## config.mk

```make
export PLATFORM = sky130hd
export DESIGN_NAME = dscp_port
export DESIGN_NICKNAME = d
export VERILOG_FILES = /design/src/rtl/dscp_fifo.v /design/src/rtl/dscp_port.v /design/src/rtl/dscp_sync.v
export VERILOG_INCLUDE_DIRS = /design/src /design/src/rtl
export SDC_FILE = /design/constraint.sdc
export NUM_CORES = 1
export LEC_CHECK = 0
export ABC_AREA = 1
export BUFFER_PORTS_ARGS = -buffer_cell sky130_fd_sc_hd__buf_2
export CAP_MARGIN = 20
export CELL_PAD_IN_SITES_DETAIL_PLACEMENT = 0
export CELL_PAD_IN_SITES_GLOBAL_PLACEMENT = 1
export CORE_ASPECT_RATIO = 1.75
export CORE_UTILIZATION = 47
export CTS_CLUSTER_DIAMETER = 120
export DETAILED_ROUTE_END_ITERATION = 10
export PLACE_DENSITY_LB_ADDON = 0.25
export SYNTH_ARGS = -nofsm -noshare
export SYNTH_HDL_FRONTEND = slang
export SYNTH_HIERARCHICAL = 1
export SYNTH_SLANG_ARGS = --single-unit
export TNS_END_PERCENT = 1
```

## constraint.sdc

```tcl
create_clock -name clock -period 2.75 [get_ports clock]
set_input_delay 0.55 -clock clock [delete_from_list [all_inputs] [get_ports clock]]
set_output_delay 0.55 -clock clock [all_outputs]
set_load 0.005 [all_outputs]
```

## src/rtl/dscp_defines.vh

```
// constants shared by the serial configuration port design files
`ifndef DSCP_DEFINES_VH
`define DSCP_DEFINES_VH

// instruction byte layout
`define DSCP_INSTR_RW_BIT 7
`define DSCP_INSTR_ADDR_HI 3
`define DSCP_INSTR_ADDR_LO 0
`define DSCP_INSTR_BITS 4'h8

// register addresses and their data phase lengths in bytes
`define DSCP_ADDR_PHASE1 4'h0
`define DSCP_ADDR_PHASE2 4'h1
`define DSCP_ADDR_FREQ1 4'h2
`define DSCP_ADDR_FREQ2 4'h3
`define DSCP_ADDR_DELTA 4'h4
`define DSCP_ADDR_UPDRATE 4'h5
`define DSCP_ADDR_RAMPRATE 4'h6
`define DSCP_ADDR_CONTROL 4'h7
`define DSCP_ADDR_MULT 4'h8
`define DSCP_ADDR_SPARE 4'h9
`define DSCP_ADDR_KEYRAMP 4'ha
`define DSCP_ADDR_CTLDAC 4'hb
`define DSCP_LEN_2 3'h2
`define DSCP_LEN_6 3'h6
`define DSCP_LEN_4 3'h4
`define DSCP_LEN_3 3'h3
`define DSCP_LEN_1 3'h1
`define DSCP_LEN_SPARE 3'h2
`define DSCP_LEN_UNMAPPED 3'h1

// port configuration byte inside the control register transfer
`define DSCP_CFG_BYTE_MSBF 3'h3
`define DSCP_CFG_BYTE_LSBF 3'h0
`define DSCP_CFG_SEPOUT_BIT 0
`define DSCP_CFG_LSBF_BIT 1
`define DSCP_CFG_RESET 2'h0

// write stream word: address, byte index, data
`define DSCP_WORD_WIDTH 15
`define DSCP_FIFO_DEPTH 8
`define DSCP_FIFO_AW 3

// pin synchroniser lanes
`define DSCP_SYNC_WIDTH 5
// serial clock and chip select lanes reset high, at their idle levels, so that
// leaving reset never shows a false serial clock edge
`define DSCP_SYNC_RESET 5'h03
`define DSCP_LANE_SCLK 0
`define DSCP_LANE_CSN 1
`define DSCP_LANE_SDIO 2
`define DSCP_LANE_IORST 3
`define DSCP_LANE_UPD 4

`endif

```

## src/rtl/dscp_fifo.v

```verilog
// small flip-flop fifo carrying received write bytes
`default_nettype none
module dscp_fifo #(
  parameter WIDTH = 15,
  parameter DEPTH = 8,
  parameter AW = 3
) (
  input wire clock,
  input wire reset,
  input wire inValid,
  output wire inReady,
  input wire [WIDTH-1:0] inData,
  output wire outValid,
  input wire outReady,
  output wire [WIDTH-1:0] outData
);
  reg [WIDTH-1:0] mem [0:DEPTH-1];
  reg [AW:0] wrPtr_r;
  reg [AW:0] rdPtr_r;
  wire full;
  wire empty;
  wire doPush;
  wire doPop;

  assign empty = (wrPtr_r == rdPtr_r);
  assign full = (wrPtr_r[AW-1:0] == rdPtr_r[AW-1:0]) && (wrPtr_r[AW] != rdPtr_r[AW]);
  assign inReady = ~full;
  assign outValid = ~empty;
  assign doPush = inValid && ~full;
  assign doPop = outReady && ~empty;
  assign outData = mem[rdPtr_r[AW-1:0]];

  always @(posedge clock) begin
    if (doPush) begin
      mem[wrPtr_r[AW-1:0]] <= inData;
    end
  end

  always @(posedge clock) begin
    if (reset) begin
      wrPtr_r <= {(AW+1){1'b0}};
      rdPtr_r <= {(AW+1){1'b0}};
    end else begin
      if (doPush) begin
        wrPtr_r <= wrPtr_r + 1'b1;
      end
      if (doPop) begin
        rdPtr_r <= rdPtr_r + 1'b1;
      end
    end
  end
endmodule // dscp_fifo
`default_nettype wire

```

## src/rtl/dscp_port.v

```verilog
// serial configuration port of the synthesizer, sampled on the system clock
//------------------------------------------------------------------------------
// Overview of operation
//------------------------------------------------------------------------------
`default_nettype none
`include "dscp_defines.vh"
module dscp_port (
  input wire clock,
  input wire reset,
  input wire sclkPin,
  input wire csNPin,
  input wire sdioIn,
  output wire sdioOut,
  output wire sdioOe,
  output wire sdoOut,
  output wire sdoOe,
  input wire ioResetPin,
  input wire updateStrobe,
  output wire readReq,
  output wire [3:0] readAddr,
  output wire [2:0] readIndex,
  input wire [7:0] readData,
  output wire wrValid,
  input wire wrReady,
  output wire [3:0] wrAddr,
  output wire [2:0] wrIndex,
  output wire [7:0] wrData,
  output wire wrInReady,
  output wire wrOverflow,
  output wire separateOutputSelect,
  output wire lsbFirst,
  output wire cycleActive
);
  //----------------------------------------------------------------------------
  // state encoding
  //----------------------------------------------------------------------------
  localparam [0:0] ST_INSTR = 1'b0;
  localparam [0:0] ST_DATA = 1'b1;

  //----------------------------------------------------------------------------
  // declarations
  //----------------------------------------------------------------------------
  wire [`DSCP_SYNC_WIDTH-1:0] pinsSync;
  wire sclkSync;
  wire csNSync;
  wire sdioSync;
  wire ioResetSync;
  wire updSync;
  wire sclkRise;
  wire sclkFall;
  wire selected;
  wire [7:0] rxNext;
  wire [3:0] instrAddr;
  wire instrRead;
  wire byteDone;
  wire lastByte;
  wire pushWord;
  wire [`DSCP_WORD_WIDTH-1:0] pushData;
  wire [`DSCP_WORD_WIDTH-1:0] popData;
  wire fifoInReady;
  wire [2:0] cfgIndex;
  wire updRise;

  reg sclkPrev_r;
  reg updPrev_r;
  reg [0:0] state_r;
  reg [2:0] bitCnt_r;
  reg [2:0] byteCnt_r;
  reg [2:0] byteTotal_r;
  reg [7:0] rxShift_r;
  reg [7:0] txShift_r;
  reg [3:0] addr_r;
  reg isRead_r;
  reg readReq_r;
  reg readPend_r;
  reg [2:0] readIndex_r;
  reg sdioOut_r;
  reg sdioOe_r;
  reg sdoOut_r;
  reg sdoOe_r;
  reg sepOut_r;
  reg lsbFirst_r;
  reg [1:0] cfgPend_r;
  reg overflow_r;

  //----------------------------------------------------------------------------
  // pin synchronisers and edge detection
  //----------------------------------------------------------------------------
  dscp_sync #(
    .WIDTH(`DSCP_SYNC_WIDTH),
    .RESET_VAL(`DSCP_SYNC_RESET)
  ) pinSync (
    .clock(clock),
    .reset(reset),
    .asyncIn({updateStrobe, ioResetPin, sdioIn, csNPin, sclkPin}),
    .syncOut(pinsSync)
  );

  assign sclkSync = pinsSync[`DSCP_LANE_SCLK];
  assign csNSync = pinsSync[`DSCP_LANE_CSN];
  assign sdioSync = pinsSync[`DSCP_LANE_SDIO];
  assign ioResetSync = pinsSync[`DSCP_LANE_IORST];
  assign updSync = pinsSync[`DSCP_LANE_UPD];

  always @(posedge clock) begin
    if (reset) begin
      sclkPrev_r <= 1'b1;
      updPrev_r <= 1'b0;
    end else begin
      sclkPrev_r <= sclkSync;
      updPrev_r <= updSync;
    end
  end

  // edges seen while deselected are dropped, so the cycle simply pauses
  assign selected = ~csNSync;
  assign sclkRise = selected && sclkSync && ~sclkPrev_r;
  assign sclkFall = selected && ~sclkSync && sclkPrev_r;
  assign updRise = updSync && ~updPrev_r;

  //----------------------------------------------------------------------------
  // receive shifter and instruction decode
  //----------------------------------------------------------------------------
  assign rxNext = lsbFirst_r ? {sdioSync, rxShift_r[7:1]} : {rxShift_r[6:0], sdioSync};
  assign instrRead = rxNext[`DSCP_INSTR_RW_BIT];
  assign instrAddr = rxNext[`DSCP_INSTR_ADDR_HI:`DSCP_INSTR_ADDR_LO];
  assign byteDone = sclkRise && (state_r == ST_DATA) && (bitCnt_r == 3'h7);
  assign lastByte = (byteCnt_r == byteTotal_r - 3'h1);

  function [2:0] lenOf;
    input [3:0] a;
    begin
      case (a)
        `DSCP_ADDR_PHASE1, `DSCP_ADDR_PHASE2, `DSCP_ADDR_MULT, `DSCP_ADDR_CTLDAC:
          lenOf = `DSCP_LEN_2;
        `DSCP_ADDR_FREQ1, `DSCP_ADDR_FREQ2, `DSCP_ADDR_DELTA:
          lenOf = `DSCP_LEN_6;
        `DSCP_ADDR_UPDRATE, `DSCP_ADDR_CONTROL:
          lenOf = `DSCP_LEN_4;
        `DSCP_ADDR_RAMPRATE:
          lenOf = `DSCP_LEN_3;
        `DSCP_ADDR_KEYRAMP:
          lenOf = `DSCP_LEN_1;
        `DSCP_ADDR_SPARE:
          lenOf = `DSCP_LEN_SPARE;
        default:
          lenOf = `DSCP_LEN_UNMAPPED;
      endcase
    end
  endfunction

  //----------------------------------------------------------------------------
  // cycle sequencer
  //----------------------------------------------------------------------------
  always @(posedge clock) begin
    if (reset || ioResetSync) begin
      // resync clears the sequencer and read fetch only; stored data lives elsewhere
      state_r <= ST_INSTR;
      bitCnt_r <= 3'h0;
      byteCnt_r <= 3'h0;
      byteTotal_r <= 3'h1;
      rxShift_r <= 8'h00;
      addr_r <= 4'h0;
      isRead_r <= 1'b0;
    end else if (sclkRise) begin
      rxShift_r <= rxNext;
      bitCnt_r <= bitCnt_r + 3'h1;
      case (state_r)
        ST_INSTR: begin
          if (bitCnt_r == 3'h7) begin
            state_r <= ST_DATA;
            addr_r <= instrAddr;
            isRead_r <= instrRead;
            byteTotal_r <= lenOf(instrAddr);
            byteCnt_r <= 3'h0;
          end
        end
        ST_DATA: begin
          if (bitCnt_r == 3'h7) begin
            if (lastByte) begin
              state_r <= ST_INSTR;
              byteCnt_r <= 3'h0;
            end else begin
              byteCnt_r <= byteCnt_r + 3'h1;
            end
          end
        end
        default: begin
          state_r <= ST_INSTR;
        end
      endcase
    end
  end

  //----------------------------------------------------------------------------
  // read data fetch and launch
  //----------------------------------------------------------------------------
  always @(posedge clock) begin
    if (reset || ioResetSync) begin
      readReq_r <= 1'b0;
      readPend_r <= 1'b0;
      readIndex_r <= 3'h0;
      txShift_r <= 8'h00;
    end else begin
      readReq_r <= 1'b0;
      readPend_r <= readReq_r;
      if (sclkRise && (state_r == ST_INSTR) && (bitCnt_r == 3'h7) && instrRead) begin
        readReq_r <= 1'b1;
        readIndex_r <= 3'h0;
      end else if (byteDone && isRead_r && !lastByte) begin
        readReq_r <= 1'b1;
        readIndex_r <= byteCnt_r + 3'h1;
      end
      // fetch lands well before the next falling edge at legal clock rates
      if (readPend_r) begin
        txShift_r <= readData;
      end else if (sclkFall && (state_r == ST_DATA) && isRead_r) begin
        txShift_r <= lsbFirst_r ? {1'b0, txShift_r[7:1]} : {txShift_r[6:0], 1'b0};
      end
    end
  end

  always @(posedge clock) begin
    if (reset) begin
      sdioOut_r <= 1'b0;
      sdoOut_r <= 1'b0;
    end else if (sclkFall && (state_r == ST_DATA) && isRead_r) begin
      sdioOut_r <= lsbFirst_r ? txShift_r[0] : txShift_r[7];
      sdoOut_r <= lsbFirst_r ? txShift_r[0] : txShift_r[7];
    end
  end

  always @(posedge clock) begin
    if (reset) begin
      sdioOe_r <= 1'b0;
      sdoOe_r <= 1'b0;
    end else begin
      // both pins float whenever chip select is high
      sdioOe_r <= selected && ~ioResetSync && (state_r == ST_DATA) && isRead_r
                  && ~sepOut_r;
      sdoOe_r <= selected && ~ioResetSync && (state_r == ST_DATA) && isRead_r
                 && sepOut_r;
    end
  end

  //----------------------------------------------------------------------------
  // write stream
  //----------------------------------------------------------------------------
  // a full fifo cannot stall the serial clock, so a dropped byte is flagged
  assign pushWord = byteDone && ~isRead_r;
  assign pushData = {addr_r, byteCnt_r, rxNext};

  dscp_fifo #(
    .WIDTH(`DSCP_WORD_WIDTH),
    .DEPTH(`DSCP_FIFO_DEPTH),
    .AW(`DSCP_FIFO_AW)
  ) wrFifo (
    .clock(clock),
    .reset(reset),
    .inValid(pushWord),
    .inReady(fifoInReady),
    .inData(pushData),
    .outValid(wrValid),
    .outReady(wrReady),
    .outData(popData)
  );

  always @(posedge clock) begin
    if (reset) begin
      overflow_r <= 1'b0;
    end else if (pushWord && ~fifoInReady) begin
      overflow_r <= 1'b1;
    end
  end

  //----------------------------------------------------------------------------
  // port configuration bits
  //----------------------------------------------------------------------------
  assign cfgIndex = lsbFirst_r ? `DSCP_CFG_BYTE_LSBF : `DSCP_CFG_BYTE_MSBF;

  // written value waits for the update strobe, then applies mid-cycle too
  always @(posedge clock) begin
    if (reset) begin
      cfgPend_r <= `DSCP_CFG_RESET;
      sepOut_r <= 1'b0;
      lsbFirst_r <= 1'b0;
    end else begin
      if (pushWord && (addr_r == `DSCP_ADDR_CONTROL) && (byteCnt_r == cfgIndex)) begin
        cfgPend_r <= rxNext[1:0];
      end
      if (updRise) begin
        sepOut_r <= cfgPend_r[`DSCP_CFG_SEPOUT_BIT];
        lsbFirst_r <= cfgPend_r[`DSCP_CFG_LSBF_BIT];
      end
    end
  end

  //----------------------------------------------------------------------------
  // outputs
  //----------------------------------------------------------------------------
  assign sdioOut = sdioOut_r;
  assign sdioOe = sdioOe_r;
  assign sdoOut = sdoOut_r;
  assign sdoOe = sdoOe_r;
  assign readReq = readReq_r;
  assign readAddr = addr_r;
  assign readIndex = readIndex_r;
  assign wrAddr = popData[14:11];
  assign wrIndex = popData[10:8];
  assign wrData = popData[7:0];
  assign wrInReady = fifoInReady;
  assign wrOverflow = overflow_r;
  assign separateOutputSelect = sepOut_r;
  assign lsbFirst = lsbFirst_r;
  assign cycleActive = (state_r == ST_DATA) || (bitCnt_r != 3'h0);
endmodule // dscp_port
`default_nettype wire

```

## src/rtl/dscp_sync.v

```verilog
// two-flop synchroniser for asynchronous pin levels
`default_nettype none
module dscp_sync #(
  parameter WIDTH = 1,
  parameter [WIDTH-1:0] RESET_VAL = {WIDTH{1'b0}}
) (
  input wire clock,
  input wire reset,
  input wire [WIDTH-1:0] asyncIn,
  output wire [WIDTH-1:0] syncOut
);
  reg [WIDTH-1:0] stage1_r;
  reg [WIDTH-1:0] stage2_r;

  // stage1 feeds stage2 only
  always @(posedge clock) begin
    if (reset) begin
      stage1_r <= RESET_VAL;
      stage2_r <= RESET_VAL;
    end else begin
      stage1_r <= asyncIn;
      stage2_r <= stage1_r;
    end
  end

  assign syncOut = stage2_r;
endmodule // dscp_sync
`default_nettype wire

```

==> out/summary.json, run 1 <==
{
  "setup_path": {
    "worst-setup-path-type": "reg -> out",
    "timing.rr.start": "bitCnt_r[0]",
    "worstPathRequired_ns": 2.20,
    "critical_path_peak_fanout": 60,
    "r2r_cells": 11,
    "crit_path_start_kind": "flip-flop",
    "r2r-end": "wrFifo/mem[7][7]",
    "worstSetupEndpointType": "primary output",
    "reg2reg_slack_ns": 0.53,
    "worstPathArrival_ns": 1.98
  },
  "synth": {
    "asyncSetResetFlopFracSynth_pct": 0,
    "synth_cell_type_count": 34,
    "ys_dominant_reg_cell": "sky130_fd_sc_hd__edfxtp_1",
    "number_of_enable_type_register_cells_in_the_synthesized_netlist": 120,
    "ys_seq_area_share_pct": 63.3,
    "synth.ff_latch_count": 187,
    "synth_fp_nets": 836,
    "post_synth_inst_count": 813,
    "synth.avg_cell_area_um2": 9.61,
    "synth.cell_area_um2": 7810,
    "ys_warn_count": 6
  },
  "grt": {
    "grt_overall_usage_pct": 20.3,
    "grt_pass1_wl_um": 27000,
    "overflow": 0,
    "grt_max_degree": 61,
    "grt_antenna_before_repair": 0,
    "vias_in_the_first_global_route": 5477
  },
  "clock_tree": {
    "clock_sink_count": 187,
    "ctsHtreeMaxLevel": 4,
    "insertion_delay_ns": 0.42,
    "postCtsHoldBufs": 0,
    "clockBufferDepth": 2,
    "clkSlewWorstSetupHoldPaths_ns": 0.07,
    "cts-resized-gates": 0,
    "clock_tree_from_tritoncts": "built",
    "tritoncts.num_buffers": 17,
    "cts_setup_buffers": 0,
    "cts_root_buffer": "sky130_fd_sc_hd__clkbuf_16"
  },
  "timing": {
    "fmax_mhz": 395,
    "grt_setup_unrepaired": "no",
    "final_period_minus_worst_setup_slack_ns": 2.53,
    "fin_worst_hold_slack_ns": 0.305,
    "min_period_over_period_pct": 92.0,
    "hold_viol": 0,
    "layout_setup_ws_ns": 0.219,
    "maxSlewHeadroom_pct": 38.4,
    "finClkSkew_ns": 0.0127,
    "fin_setup_tns_ns": 0,
    "finalSetupViolations": 0,
    "timing.final.max_slew_violations": 0,
    "timing_worst_slew_pin_value_ns": 0.914
  },
  "status": {
    "run_status": "finished, final reports clean"
  },
  "hold_path": {
    "timing.hold.worst_path_depth": 3,
    "worstHoldStart": "sclkPin",
    "min_to": "pinSync/stage1_r[0]",
    "hold_path_class": "in -> reg"
  },
  "place": {
    "gp_routability_congestion": 0.778,
    "number_of_cells_in_the_design_after_placement": 1068,
    "dp_hpwl_um": 11400,
    "port_buffers": 48,
    "pre_cts_slack_ns": 0.524,
    "placed_instance_area_um2": 8290
  },
  "pwr": {
    "power.ir.vdd_worst_mv": 0.426,
    "power_per_unit_of_standard_cell_area_nw_per_um2": 621,
    "post-layout-total-power_mw": 5.52,
    "p_leak_nw": 3.35
  },
  "layout": {
    "final_common_cell": "sky130_fd_sc_hd__nor2_1",
    "drive_above_1_share_pct": 15.8,
    "stdcell_count": 1100,
    "postLayoutCoreUtil_pct": 54.3,
    "final_nets": 886,
    "postLayoutCellArea_um2": 8900,
    "antennaDiodeCount": 0,
    "areaGrowthSynthToFinish_pct": 13.8,
    "layout.cells.most_common_list": "sky130_fd_sc_hd__nor2_1 (149), sky130_fd_sc_hd__nand2_1 (142), sky130_fd_sc_hd__edfxtp_1 (120), sky130_fd_sc_hd__o21ai_0 (108), sky130_fd_sc_hd__dfxtp_1 (67)"
  },
  "run": {
    "drv_cap": 0
  },
  "drt": {
    "drt_drc_violations_left": 0,
    "dr.first_iter.drc_count": 197,
    "wl_per_cell_um": 15.2,
    "via_count": 5505,
    "drt_pass1_iterations": 5,
    "drt.antenna.violating_nets": 0,
    "routed_wl_um": 16700,
    "viasPerCell": 5.00
  },
  "floorplanning": {
    "initial_utilization_pct": 47.7,
    "num_rows": 62,
    "floorplan.die.width_um": 99.5,
    "fp.dieArea_um2": 17200,
    "core_region_area_um2": 16400,
    "fp.dieH_um": 173,
    "boundaryPins": 49
  }
}
## cells by family (layout without fill, tap and decap cells)
group,after synthesis,count (layout),share of synthesized area [%]
XOR/XNOR,2,2,0.224
AND/OR/NAND/NOR,349,349,18.8
AO/OA/AOI/OAI,165,165,10.8
adder cells (fa/ha/maj),7,7,1.12
flip-flops,187,187,63.3
buffers and inverters,103,166,5.78
## per-layer routing
| metal | global-route usage [%] | vias to the layer above | part of all wire, % |
|---|---|---|---|
| met1 | 22.4 | 2601 | 40 |
| li1 | - | 2793 | - |
| met4 | 7.11 | 0 | 1.4 |
| met2 | 38.9 | 96 | 57 |
| met3 | 2.87 | 15 | 2.5 |
| met5 | 0 | - | 0 |
## Yosys cell counts (7+ instances only)
| library cell | number | share of area [%] |
|---|---|---|
| sky130_fd_sc_hd__inv_2 | 9 | 0.43 |
| sky130_fd_sc_hd__nand3_1 | 27 | 1.7 |
| sky130_fd_sc_hd__a21oi_1 | 35 | 2.2 |
| sky130_fd_sc_hd__o21ai_1 | 16 | 1.0 |
| sky130_fd_sc_hd__clkbuf_1 | 16 | 0.77 |
| sky130_fd_sc_hd__nand2_2 | 8 | 0.64 |
| sky130_fd_sc_hd__ha_1 | 7 | 1.1 |
| sky130_fd_sc_hd__dfxtp_1 | 67 | 17 |
| sky130_fd_sc_hd__edfxtp_1 | 120 | 46 |
| sky130_fd_sc_hd__o21ai_0 | 108 | 6.9 |
| sky130_fd_sc_hd__inv_1 | 58 | 2.8 |
| sky130_fd_sc_hd__nand2_1 | 142 | 6.8 |
| sky130_fd_sc_hd__nor2_1 | 149 | 7.2 |
| sky130_fd_sc_hd__nor2_2 | 9 | 0.72 |
## power by group
| part | internal (mW) | leakage [nW] | switching (mW) | total (mW) |
|---|---|---|---|---|
| Combinational | 0.0253 | 1.47 | 0.0576 | 0.0829 |
| Clock | 1.44 | 0.308 | 1.03 | 2.47 |
| Sequential | 2.97 | 1.57 | 0.00639 | 2.97 |
| Total | 4.43 | 3.35 | 1.09 | 5.52 |
## flip-flops by register name, indices dropped and copies added, names as in the netlist, 2 cells and up, named ones only
| signal | cells |
|---|---|
| wrFifo/rdPtr_r | 4 |
| readAddr | 4 |
| byteCnt_r | 3 |
| txShift_r | 8 |
| cfgPend_r | 2 |
| pinSync/stage1_r | 5 |
| rxShift_r | 8 |
| wrFifo/wrPtr_r | 4 |
| bitCnt_r | 3 |
| wrFifo/mem | 120 |
| readIndex | 3 |
| pinSync/syncOut | 5 |
| byteTotal_r | 3 |
## how the worst max path moves through the flow
stage	from	endpoint	slack, ns	cells after the start
floorplan	bitCnt_r[0]	wrFifo/mem[1][0]	0.40	8
finish	flip-flop	wrData[6]	0.22	6
global placement	bitCnt_r[0]	wrFifo/mem[7][6]	0.57	11
detailed placement	bitCnt_r[1]	wrFifo/mem[7][8]	0.52	11
CTS	flip-flop	wrIndex[2]	0.21	8
global route	flip-flop	wrData[6]	0.05	6
## worst max-delay path, cell delays in order (launching register included)
cell,delay [ns]
sky130_fd_sc_hd__dfxtp_1,0.31
sky130_fd_sc_hd__buf_4,0.47
sky130_fd_sc_hd__o21ai_0,0.17
sky130_fd_sc_hd__o21ai_0,0.27
sky130_fd_sc_hd__nand2_1,0.11
sky130_fd_sc_hd__nand2_1,0.09
sky130_fd_sc_hd__buf_2,0.11
## area by class of cell
type / instances / area, um2
timing repair buffer: 66 / 388
clock inverter: 12 / 138
tap: 224 / 280
multi-input combinational: 523 / 2420
fill: 1465 / 7470
clock buffer: 20 / 472
inverter: 68 / 255
sequential: 187 / 4940
(Power assumes the default switching activity.)
==> run 2, diff against run 1 <==
--- a/config.mk
+++ b/config.mk
@@ -12,7 +12,7 @@
 export CELL_PAD_IN_SITES_DETAIL_PLACEMENT = 0
 export CELL_PAD_IN_SITES_GLOBAL_PLACEMENT = 1
 export CORE_ASPECT_RATIO = 1.75
-export CORE_UTILIZATION = 47
+export CORE_UTILIZATION = 51
 export CTS_CLUSTER_DIAMETER = 120
 export DETAILED_ROUTE_END_ITERATION = 10
 export PLACE_DENSITY_LB_ADDON = 0.25
==> constraint.sdc (replaced) <==
create_clock -name clock -period 3 [get_ports clock]
set_input_delay 0.6 -clock clock [delete_from_list [all_inputs] [get_ports clock]]
set_output_delay 0.6 -clock clock [all_outputs]
set_load 0.005 [all_outputs]
==> run 2 against run 1 <==
  * Power is 8.3% lower
  * First-iteration DRC count increased by 22%
  * Cell count down 3.9%
  * Hold slack improved by 0.047 ns
  * Register-to-register slack worse by 0.07 ns
  * Sequential power fell by 8.1%
  * Core utilization rose by 4.9 points
  * Combinational power fell by 11%
  * Sequential share of layout area increased by 0.43 points
  * Global-route usage increased by 1.6 points
  * Die area fell by 7.7%
  * Setup slack better by 0.15 ns
==> out/summary.json, run 2 (synthesized netlist as in run 1, its figures left out) <==
{
  "clock_tree": {
    "postCtsHoldBufs": {"value": 0, "change": "unchanged"},
    "clockBufferDepth": {"value": 2, "change": "unchanged"},
    "cts-resized-gates": {"value": 0, "change": "unchanged"},
    "insertion_delay": {"value": 0.43, "unit": "ns", "change": "was 0.42 ns"},
    "clkSlewWorstSetupHoldPaths": {"value": 0.07, "unit": "ns", "change": "about the same"},
    "clock_sink_count": {"value": 187, "change": "unchanged"},
    "cts_root_buffer": {"value": "sky130_fd_sc_hd__clkbuf_16", "change": "unchanged"},
    "cts_setup_buffers": {"value": 0, "change": "unchanged"},
    "ctsHtreeMaxLevel": {"value": 4, "change": "unchanged"},
    "tritoncts.num_buffers": {"value": 17, "change": "unchanged"},
    "clock_tree_from_tritoncts": {"value": "built", "change": "unchanged"}
  },
  "setup_path": {
    "crit_path_start_kind": {"value": "flip-flop", "change": "unchanged"},
    "worstPathArrival": {"value": 2.04, "unit": "ns", "change": "was 1.98 ns"},
    "worstPathRequired": {"value": 2.40, "unit": "ns", "change": "was 2.20 ns"},
    "worstSetupEndpointType": {"value": "primary output", "change": "unchanged"},
    "critical_path_peak_fanout": {"value": 60, "change": "unchanged"},
    "worst-setup-path-type": {"value": "reg -> out", "change": "unchanged"}
  },
  "grt": {
    "overflow": {"value": 0, "change": "unchanged"},
    "grt_use_met2": {"value": 40.0, "unit": "%", "change": "was 38.9%"},
    "vias_in_the_first_global_route": {"value": 5620, "change": "was 5,477"},
    "grt_pass1_wl": {"value": 26400, "unit": "um", "change": "was 27,000 um"},
    "grt_use_met3": {"value": 3.75, "unit": "%", "change": "was 2.87%"},
    "grt_max_degree": {"value": 61, "change": "unchanged"},
    "global_route.peak_usage_layer": {"value": "met2", "change": "unchanged"},
    "grt_antenna_before_repair": {"value": 0, "change": "unchanged"},
    "use_met1": {"value": 23.4, "unit": "%", "change": "was 22.4%"},
    "grt_overall_usage": {"value": 21.9, "unit": "%", "change": "was 20.3%"}
  },
  "timing": {
    "hold_viol": {"value": 0, "change": "unchanged"},
    "timing_worst_slew_pin_value": {"value": 1.01, "unit": "ns", "change": "was 0.914 ns"},
    "finalSetupViolations": {"value": 0, "change": "unchanged"},
    "finClkSkew": {"value": 0.0103, "unit": "ns", "change": "was 0.0127 ns"},
    "grt_setup_unrepaired": {"value": "no", "change": "unchanged"},
    "maxSlewHeadroom": {"value": 31.7, "unit": "%", "change": "was 38.4%"},
    "fin_setup_tns": {"value": 0, "unit": "ns", "change": "unchanged"},
    "final_period_minus_worst_setup_slack_ns": 2.64,
    "min_period_over_period_pct": 87.9,
    "layout_setup_ws": {"value": 0.364, "unit": "ns", "change": "was 0.219 ns"},
    "fmax_mhz": 379,
    "timing.final.max_slew_violations": {"value": 0, "change": "unchanged"}
  },
  "floorplanning": {
    "boundaryPins": {"value": 49, "change": "unchanged"},
    "num_rows": {"value": 59, "change": "was 62"},
    "core_region_area": {"value": 14900, "unit": "um2", "change": "was 16,400 um2"},
    "fp.dieArea": {"value": 15800, "unit": "um2", "change": "was 17,200 um2"},
    "floorplan.die.width": {"value": 95.6, "unit": "um", "change": "was 99.5 um"},
    "fp.dieH": {"value": 166, "unit": "um", "change": "was 173 um"},
    "initial_utilization": {"value": 52.4, "unit": "%", "change": "was 47.7%"}
  },
  "place": {
    "pre_cts_slack": {"value": 0.484, "unit": "ns", "change": "was 0.524 ns"},
    "placed_instance_area": {"value": 8210, "unit": "um2", "change": "was 8290 um2"},
    "gp_routability_congestion": {"value": 0.758, "change": "was 0.778"},
    "dp_hpwl": {"value": 10600, "unit": "um", "change": "was 11,400 um"},
    "port_buffers": {"value": 48, "change": "unchanged"}
  },
  "layout": {
    "drive_above_1_share": {"value": 15.6, "unit": "%", "change": "was 15.8%"},
    "areaGrowthSynthToFinish": {"value": 13.0, "unit": "%", "change": "was 13.8%"},
    "layout.cells.most_common_list": {"value": "sky130_fd_sc_hd__nor2_1 (149), sky130_fd_sc_hd__nand2_1 (142), sky130_fd_sc_hd__edfxtp_1 (120), sky130_fd_sc_hd__o21ai_0 (108), sky130_fd_sc_hd__dfxtp_1 (67)", "change": "unchanged"},
    "postLayoutCellArea": {"value": 8830, "unit": "um2", "change": "was 8900 um2"},
    "final_nets": {"value": 884, "change": "was 886"},
    "largest_reg_flops": {"value": 120, "change": "unchanged"},
    "final_common_cell": {"value": "sky130_fd_sc_hd__nor2_1", "change": "unchanged"},
    "antennaDiodeCount": {"value": 0, "change": "unchanged"}
  },
  "pwr": {
    "power_per_unit_of_standard_cell_area": {"value": 573, "unit": "nW/um2", "change": "was 621 nW/um2"},
    "post-layout-total-power": {"value": 5.06, "unit": "mW", "change": "was 5.52 mW"},
    "power.ir.vdd_worst": {"value": 0.399, "unit": "mV", "change": "was 0.426 mV"},
    "p_leak": {"value": 3.33, "unit": "nW", "change": "was 3.35 nW"}
  },
  "drt": {
    "wl_per_cell": {"value": 15.3, "unit": "um", "change": "was 15.2 um"},
    "dr.first_iter.drc_count": {"value": 241, "change": "was 197"},
    "drt_pass1_iterations": {"value": 4, "change": "was 5"},
    "viasPerCell": {"value": 5.27, "change": "was 5.00"},
    "routed_wl": {"value": 16200, "unit": "um", "change": "was 16,700 um"},
    "drt_drc_violations_left": {"value": 0, "change": "unchanged"},
    "drt.antenna.violating_nets": {"value": 0, "change": "unchanged"},
    "via_count": {"value": 5573, "change": "was 5,505"}
  },
  "status": {
    "run_status": {"value": "finished, final reports clean", "change": "unchanged"}
  },
  "run": {
    "drv_cap": {"value": 0, "change": "unchanged"}
  },
  "hold_path": {
    "hold_path_class": {"value": "in -> reg", "change": "unchanged"}
  }
}
## run 2: cell types whose count changed in the layout (fill, tap and decap cells not counted), sizes merged
cell / previous run / this run
clkinv: 4 / 8
buf: 66 / 64
clkbuf: 20 / 17
bufinv: 3 / 1
inv: 72 / 74
clkinvlp: 1 / 0
## run 2: per-stage QoR
step	instances	util, %	hold WS, ns
after global routing	1057	59.2	0.352
after floorplan	813	-	0.386
final	1057	59.2	0.352
after CTS	1057	59.2	0.339
after global placement	1025	55.0	0.391
after detailed placement	1025	55.0	0.398
## run 2: worst paths after layout
kind | slack (ns) | depth (start not counted) | end | start
setup / recovery | 0.36 | 8 | wrIndex[0] | flip-flop
hold / removal | 0.35 | 3 | pinSync/stage1_r[1] | csNPin
setup reg to reg | 0.46 | 10 | wrFifo/mem[7][13] | bitCnt_r[1]
hold reg to reg | 0.40 | 2 | pinSync/syncOut[3] | pinSync/stage1_r[3]
## run 2: worst max-delay path, cell delays in order (launching register included)
cell,delay (ns)
sky130_fd_sc_hd__dfxtp_1,0.33
sky130_fd_sc_hd__buf_4,0.48
sky130_fd_sc_hd__nor2_1,0.11
sky130_fd_sc_hd__nor2_1,0.10
sky130_fd_sc_hd__o21ai_0,0.11
sky130_fd_sc_hd__o21ai_1,0.15
sky130_fd_sc_hd__nand2_1,0.10
sky130_fd_sc_hd__nand2_1,0.07
sky130_fd_sc_hd__buf_2,0.11
## run 2: power breakdown
part,internal [mW],total (mW),switching (mW)
Combinational,0.0242,0.0737,0.0495
Sequential,2.72,2.73,0.00695
Clock,1.21,2.26,1.06
## run 2: area by class of cell
| class | instances | area, um2 |
|---|---|---|
| Fill cell | 1304 | 6080 |
| Sequential cell | 187 | 4940 |
| Multi-Input combinational cell | 523 | 2420 |
| Clock buffer | 17 | 425 |
| Timing Repair Buffer | 64 | 360 |
| Inverter | 68 | 255 |
| Tap cell | 183 | 229 |
| Clock inverter | 15 | 195 |
## run 2: per-layer routing
metal  vias to the layer above  share of wire [%]
met1                      2622                 38
li1                       2804                  -
met3                        29                3.3
met5                         -                  0
met2                       118                 55
met4                         0                3.3
==> run 3, diff against run 2 <==
--- a/config.mk
+++ b/config.mk
@@ -15,6 +15,7 @@
 export CORE_UTILIZATION = 51
 export CTS_CLUSTER_DIAMETER = 120
 export DETAILED_ROUTE_END_ITERATION = 10
+export MAX_ROUTING_LAYER = met4
 export PLACE_DENSITY_LB_ADDON = 0.25
 export SYNTH_ARGS = -nofsm -noshare
 export SYNTH_HDL_FRONTEND = slang
==> run 3 against run 2 <==
  * Cell count unchanged
  * Combinational power hardly changed
  * Count of clock-buffer cells in the layout stayed put
  * Largest cell class unchanged
  * Power hardly changed
  * Critical path type unchanged
  * Flip-flop and latch count unchanged
  * Highest routed layer unchanged
==> out/summary.json, run 3 (synthesized netlist as in run 1, its figures left out) <==
{
  "status": {
    "run_status": {"value": "finished, final reports clean", "change": "unchanged"}
  },
  "place": {
    "port_buffers": {"value": 48, "change": "unchanged"},
    "gp_routability_congestion": {"value": 0.767, "change": "was 0.758"},
    "dp_hpwl": {"value": 10600, "unit": "um", "change": "unchanged"},
    "number_of_cells_in_the_design_after_placement": {"value": 1025, "change": "unchanged"}
  },
  "clock_tree": {
    "cts-resized-gates": {"value": 0, "change": "unchanged"},
    "ctsHtreeMaxLevel": {"value": 4, "change": "unchanged"},
    "clkSlewWorstSetupHoldPaths": {"value": 0.07, "unit": "ns", "change": "about the same"},
    "cts_setup_buffers": {"value": 0, "change": "unchanged"},
    "clock_tree_from_tritoncts": {"value": "built", "change": "unchanged"},
    "clockBufferDepth": {"value": 2, "change": "unchanged"},
    "tritoncts.num_buffers": {"value": 17, "change": "unchanged"},
    "postCtsHoldBufs": {"value": 0, "change": "unchanged"},
    "insertion_delay": {"value": 0.42, "unit": "ns", "change": "was 0.43 ns"},
    "clock_sink_count": {"value": 187, "change": "unchanged"},
    "cts_root_buffer": {"value": "sky130_fd_sc_hd__clkbuf_16", "change": "unchanged"}
  },
  "drt": {
    "viasPerCell": {"value": 5.27, "change": "unchanged"},
    "met3_length": {"value": 524, "unit": "um", "change": "was 535 um"},
    "drt_drc_violations_left": {"value": 0, "change": "unchanged"},
    "drt_pass1_iterations": {"value": 5, "change": "was 4"},
    "dr.first_iter.drc_count": {"value": 210, "change": "was 241"},
    "via_count": {"value": 5573, "change": "unchanged"},
    "detailroute.wirelength.met2": {"value": 8870, "unit": "um", "change": "was 8900 um"},
    "drt.antenna.violating_nets": {"value": 0, "change": "unchanged"},
    "met1_length": {"value": 6230, "unit": "um", "change": "was 6240 um"},
    "routed_wl": {"value": 16200, "unit": "um", "change": "about the same"},
    "route.top_layer_used": {"value": "met4", "change": "unchanged"},
    "wl_per_cell": {"value": 15.3, "unit": "um", "change": "about the same"}
  },
  "hold_path": {
    "worstHoldStart": {"value": "csNPin", "change": "unchanged"},
    "hold_path_class": {"value": "in -> reg", "change": "unchanged"}
  },
  "grt": {
    "vias_in_the_first_global_route": {"value": 5611, "change": "was 5,620"},
    "overflow": {"value": 0, "change": "unchanged"},
    "grt_pass1_wl": {"value": 26400, "unit": "um", "change": "about the same"},
    "grt_overall_usage": {"value": 22.6, "unit": "%", "change": "was 21.9%"},
    "grt_antenna_before_repair": {"value": 0, "change": "unchanged"},
    "grt_max_degree": {"value": 61, "change": "unchanged"}
  },
  "pwr": {
    "power.ir.vdd_worst": {"value": 0.396, "unit": "mV", "change": "was 0.399 mV"},
    "power_per_unit_of_standard_cell_area": {"value": 573, "unit": "nW/um2", "change": "about the same"},
    "p_leak": {"value": 3.33, "unit": "nW", "change": "unchanged"}
  },
  "timing": {
    "maxSlewHeadroom": {"value": 31.4, "unit": "%", "change": "was 31.7%"},
    "finalSetupViolations": {"value": 0, "change": "unchanged"},
    "timing.final.max_slew_violations": {"value": 0, "change": "unchanged"},
    "finClkSkew": {"value": 0.00980, "unit": "ns", "change": "was 0.0103 ns"},
    "fmax": {"value": 381, "unit": "MHz", "change": "was 379 MHz"},
    "fin_worst_hold_slack": {"value": 0.353, "unit": "ns", "change": "was 0.352 ns"},
    "fin_setup_tns": {"value": 0, "unit": "ns", "change": "unchanged"},
    "timing_worst_slew_pin_value": {"value": 1.02, "unit": "ns", "change": "was 1.01 ns"},
    "grt_setup_unrepaired": {"value": "no", "change": "unchanged"},
    "hold_viol": {"value": 0, "change": "unchanged"},
    "min_period_over_period": {"value": 87.6, "unit": "%", "change": "was 87.9%"},
    "final_period_minus_worst_setup_slack": {"value": 2.63, "unit": "ns", "change": "was 2.64 ns"}
  },
  "setup_path": {
    "crit_path_start_kind": {"value": "flip-flop", "change": "unchanged"},
    "worstPathArrival": {"value": 2.03, "unit": "ns", "change": "was 2.04 ns"},
    "critical_path_peak_fanout": {"value": 60, "change": "unchanged"},
    "worstSetupEndpointType": {"value": "primary output", "change": "unchanged"},
    "worstPathRequired": {"value": 2.40, "unit": "ns", "change": "about the same"},
    "worst-setup-path-type": {"value": "reg -> out", "change": "unchanged"},
    "timing.rr.start": {"value": "bitCnt_r[1]", "change": "unchanged"}
  },
  "layout": {
    "postLayoutCoreUtil": {"value": 59.2, "unit": "%", "change": "unchanged"},
    "final_nets": {"value": 884, "change": "unchanged"},
    "drive_above_1_share": {"value": 15.6, "unit": "%", "change": "unchanged"},
    "antennaDiodeCount": {"value": 0, "change": "unchanged"},
    "final_common_cell": {"value": "sky130_fd_sc_hd__nor2_1", "change": "unchanged"},
    "seqCellArea": {"value": 4940, "unit": "um2", "change": "unchanged"},
    "layout.cells.most_common_list": {"value": "sky130_fd_sc_hd__nor2_1 (149), sky130_fd_sc_hd__nand2_1 (142), sky130_fd_sc_hd__edfxtp_1 (120), sky130_fd_sc_hd__o21ai_0 (108), sky130_fd_sc_hd__dfxtp_1 (67)", "change": "unchanged"},
    "largest_reg_flops": {"value": 120, "change": "unchanged"},
    "areaGrowthSynthToFinish": {"value": 13.0, "unit": "%", "change": "unchanged"},
    "stdcell_count": {"value": 1057, "change": "unchanged"},
    "multi_input_gate_area_in_the_final_layout": {"value": 2420, "unit": "um2", "change": "unchanged"},
    "filler_cell_count": {"value": 1304, "change": "unchanged"}
  },
  "floorplanning": {
    "fp.dieArea": {"value": 15800, "unit": "um2", "change": "unchanged"},
    "floorplan.die.width": {"value": 95.6, "unit": "um", "change": "unchanged"},
    "core_region_area": {"value": 14900, "unit": "um2", "change": "unchanged"},
    "num_rows": {"value": 59, "change": "unchanged"},
    "boundaryPins": {"value": 49, "change": "unchanged"},
    "fp.dieH": {"value": 166, "unit": "um", "change": "unchanged"},
    "initial_utilization": {"value": 52.4, "unit": "%", "change": "unchanged"}
  },
  "run": {
    "drv_cap": {"value": 0, "change": "unchanged"}
  }
}
-- run 3: cell counts in the layout (fill, tap and decap cells not counted) --
No cell type changed its count.
-- run 3: cell type report --
class / count / area share (%)
clock buffer: 17 / 4.82
inverter: 68 / 2.89
clock inverter: 15 / 2.21
tap: 183 / 2.59
multi-input combinational: 523 / 27.4
timing repair buffer: 64 / 4.08
sequential: 187 / 56.0
-- run 3: per-stage QoR --
step	worst slack [ns]	power, mW	instance area, um2
floorplan	0.647	2.83	7820
global placement	0.579	2.86	8210
detailed placement	0.484	2.86	8210
CTS	0.368	5.10	8830
global route	0.227	5.21	8830
finish	0.373	5.06	8830
-- run 3: routing by layer --
layer,up-vias,global-route usage (%)
met1,2606,23.5
met3,39,3.71
li1,2806,-
met2,122,40.0
met4,0,10.8
met5,-,-
-- run 3: worst paths after layout --
path / depth (start not counted) / slack, ns / to
setup / recovery: 8 / 0.37 / wrIndex[0]
hold / removal: 3 / 0.35 / pinSync/stage1_r[1]
hold reg to reg: 2 / 0.40 / pinSync/syncOut[3]
setup reg to reg: 10 / 0.46 / wrFifo/mem[7][1]
-- run 3: worst max-delay path, cell delays in order (launching register included) --
cell                      delay (ns)
sky130_fd_sc_hd__dfxtp_1        0.33
sky130_fd_sc_hd__buf_4          0.48
sky130_fd_sc_hd__nor2_1         0.11
sky130_fd_sc_hd__nor2_1         0.10
sky130_fd_sc_hd__o21ai_0        0.11
sky130_fd_sc_hd__o21ai_1        0.15
sky130_fd_sc_hd__nand2_1        0.10
sky130_fd_sc_hd__nand2_1        0.08
sky130_fd_sc_hd__buf_2          0.11
-- run 3: report_power, final --
part / leakage (nW) / internal (mW) / switching, mW
logic: 1.46 / 0.0242 / 0.0496
registers: 1.57 / 2.72 / 0.00703
clock network: 0.301 / 1.21 / 1.05
total: 3.33 / 3.95 / 1.11
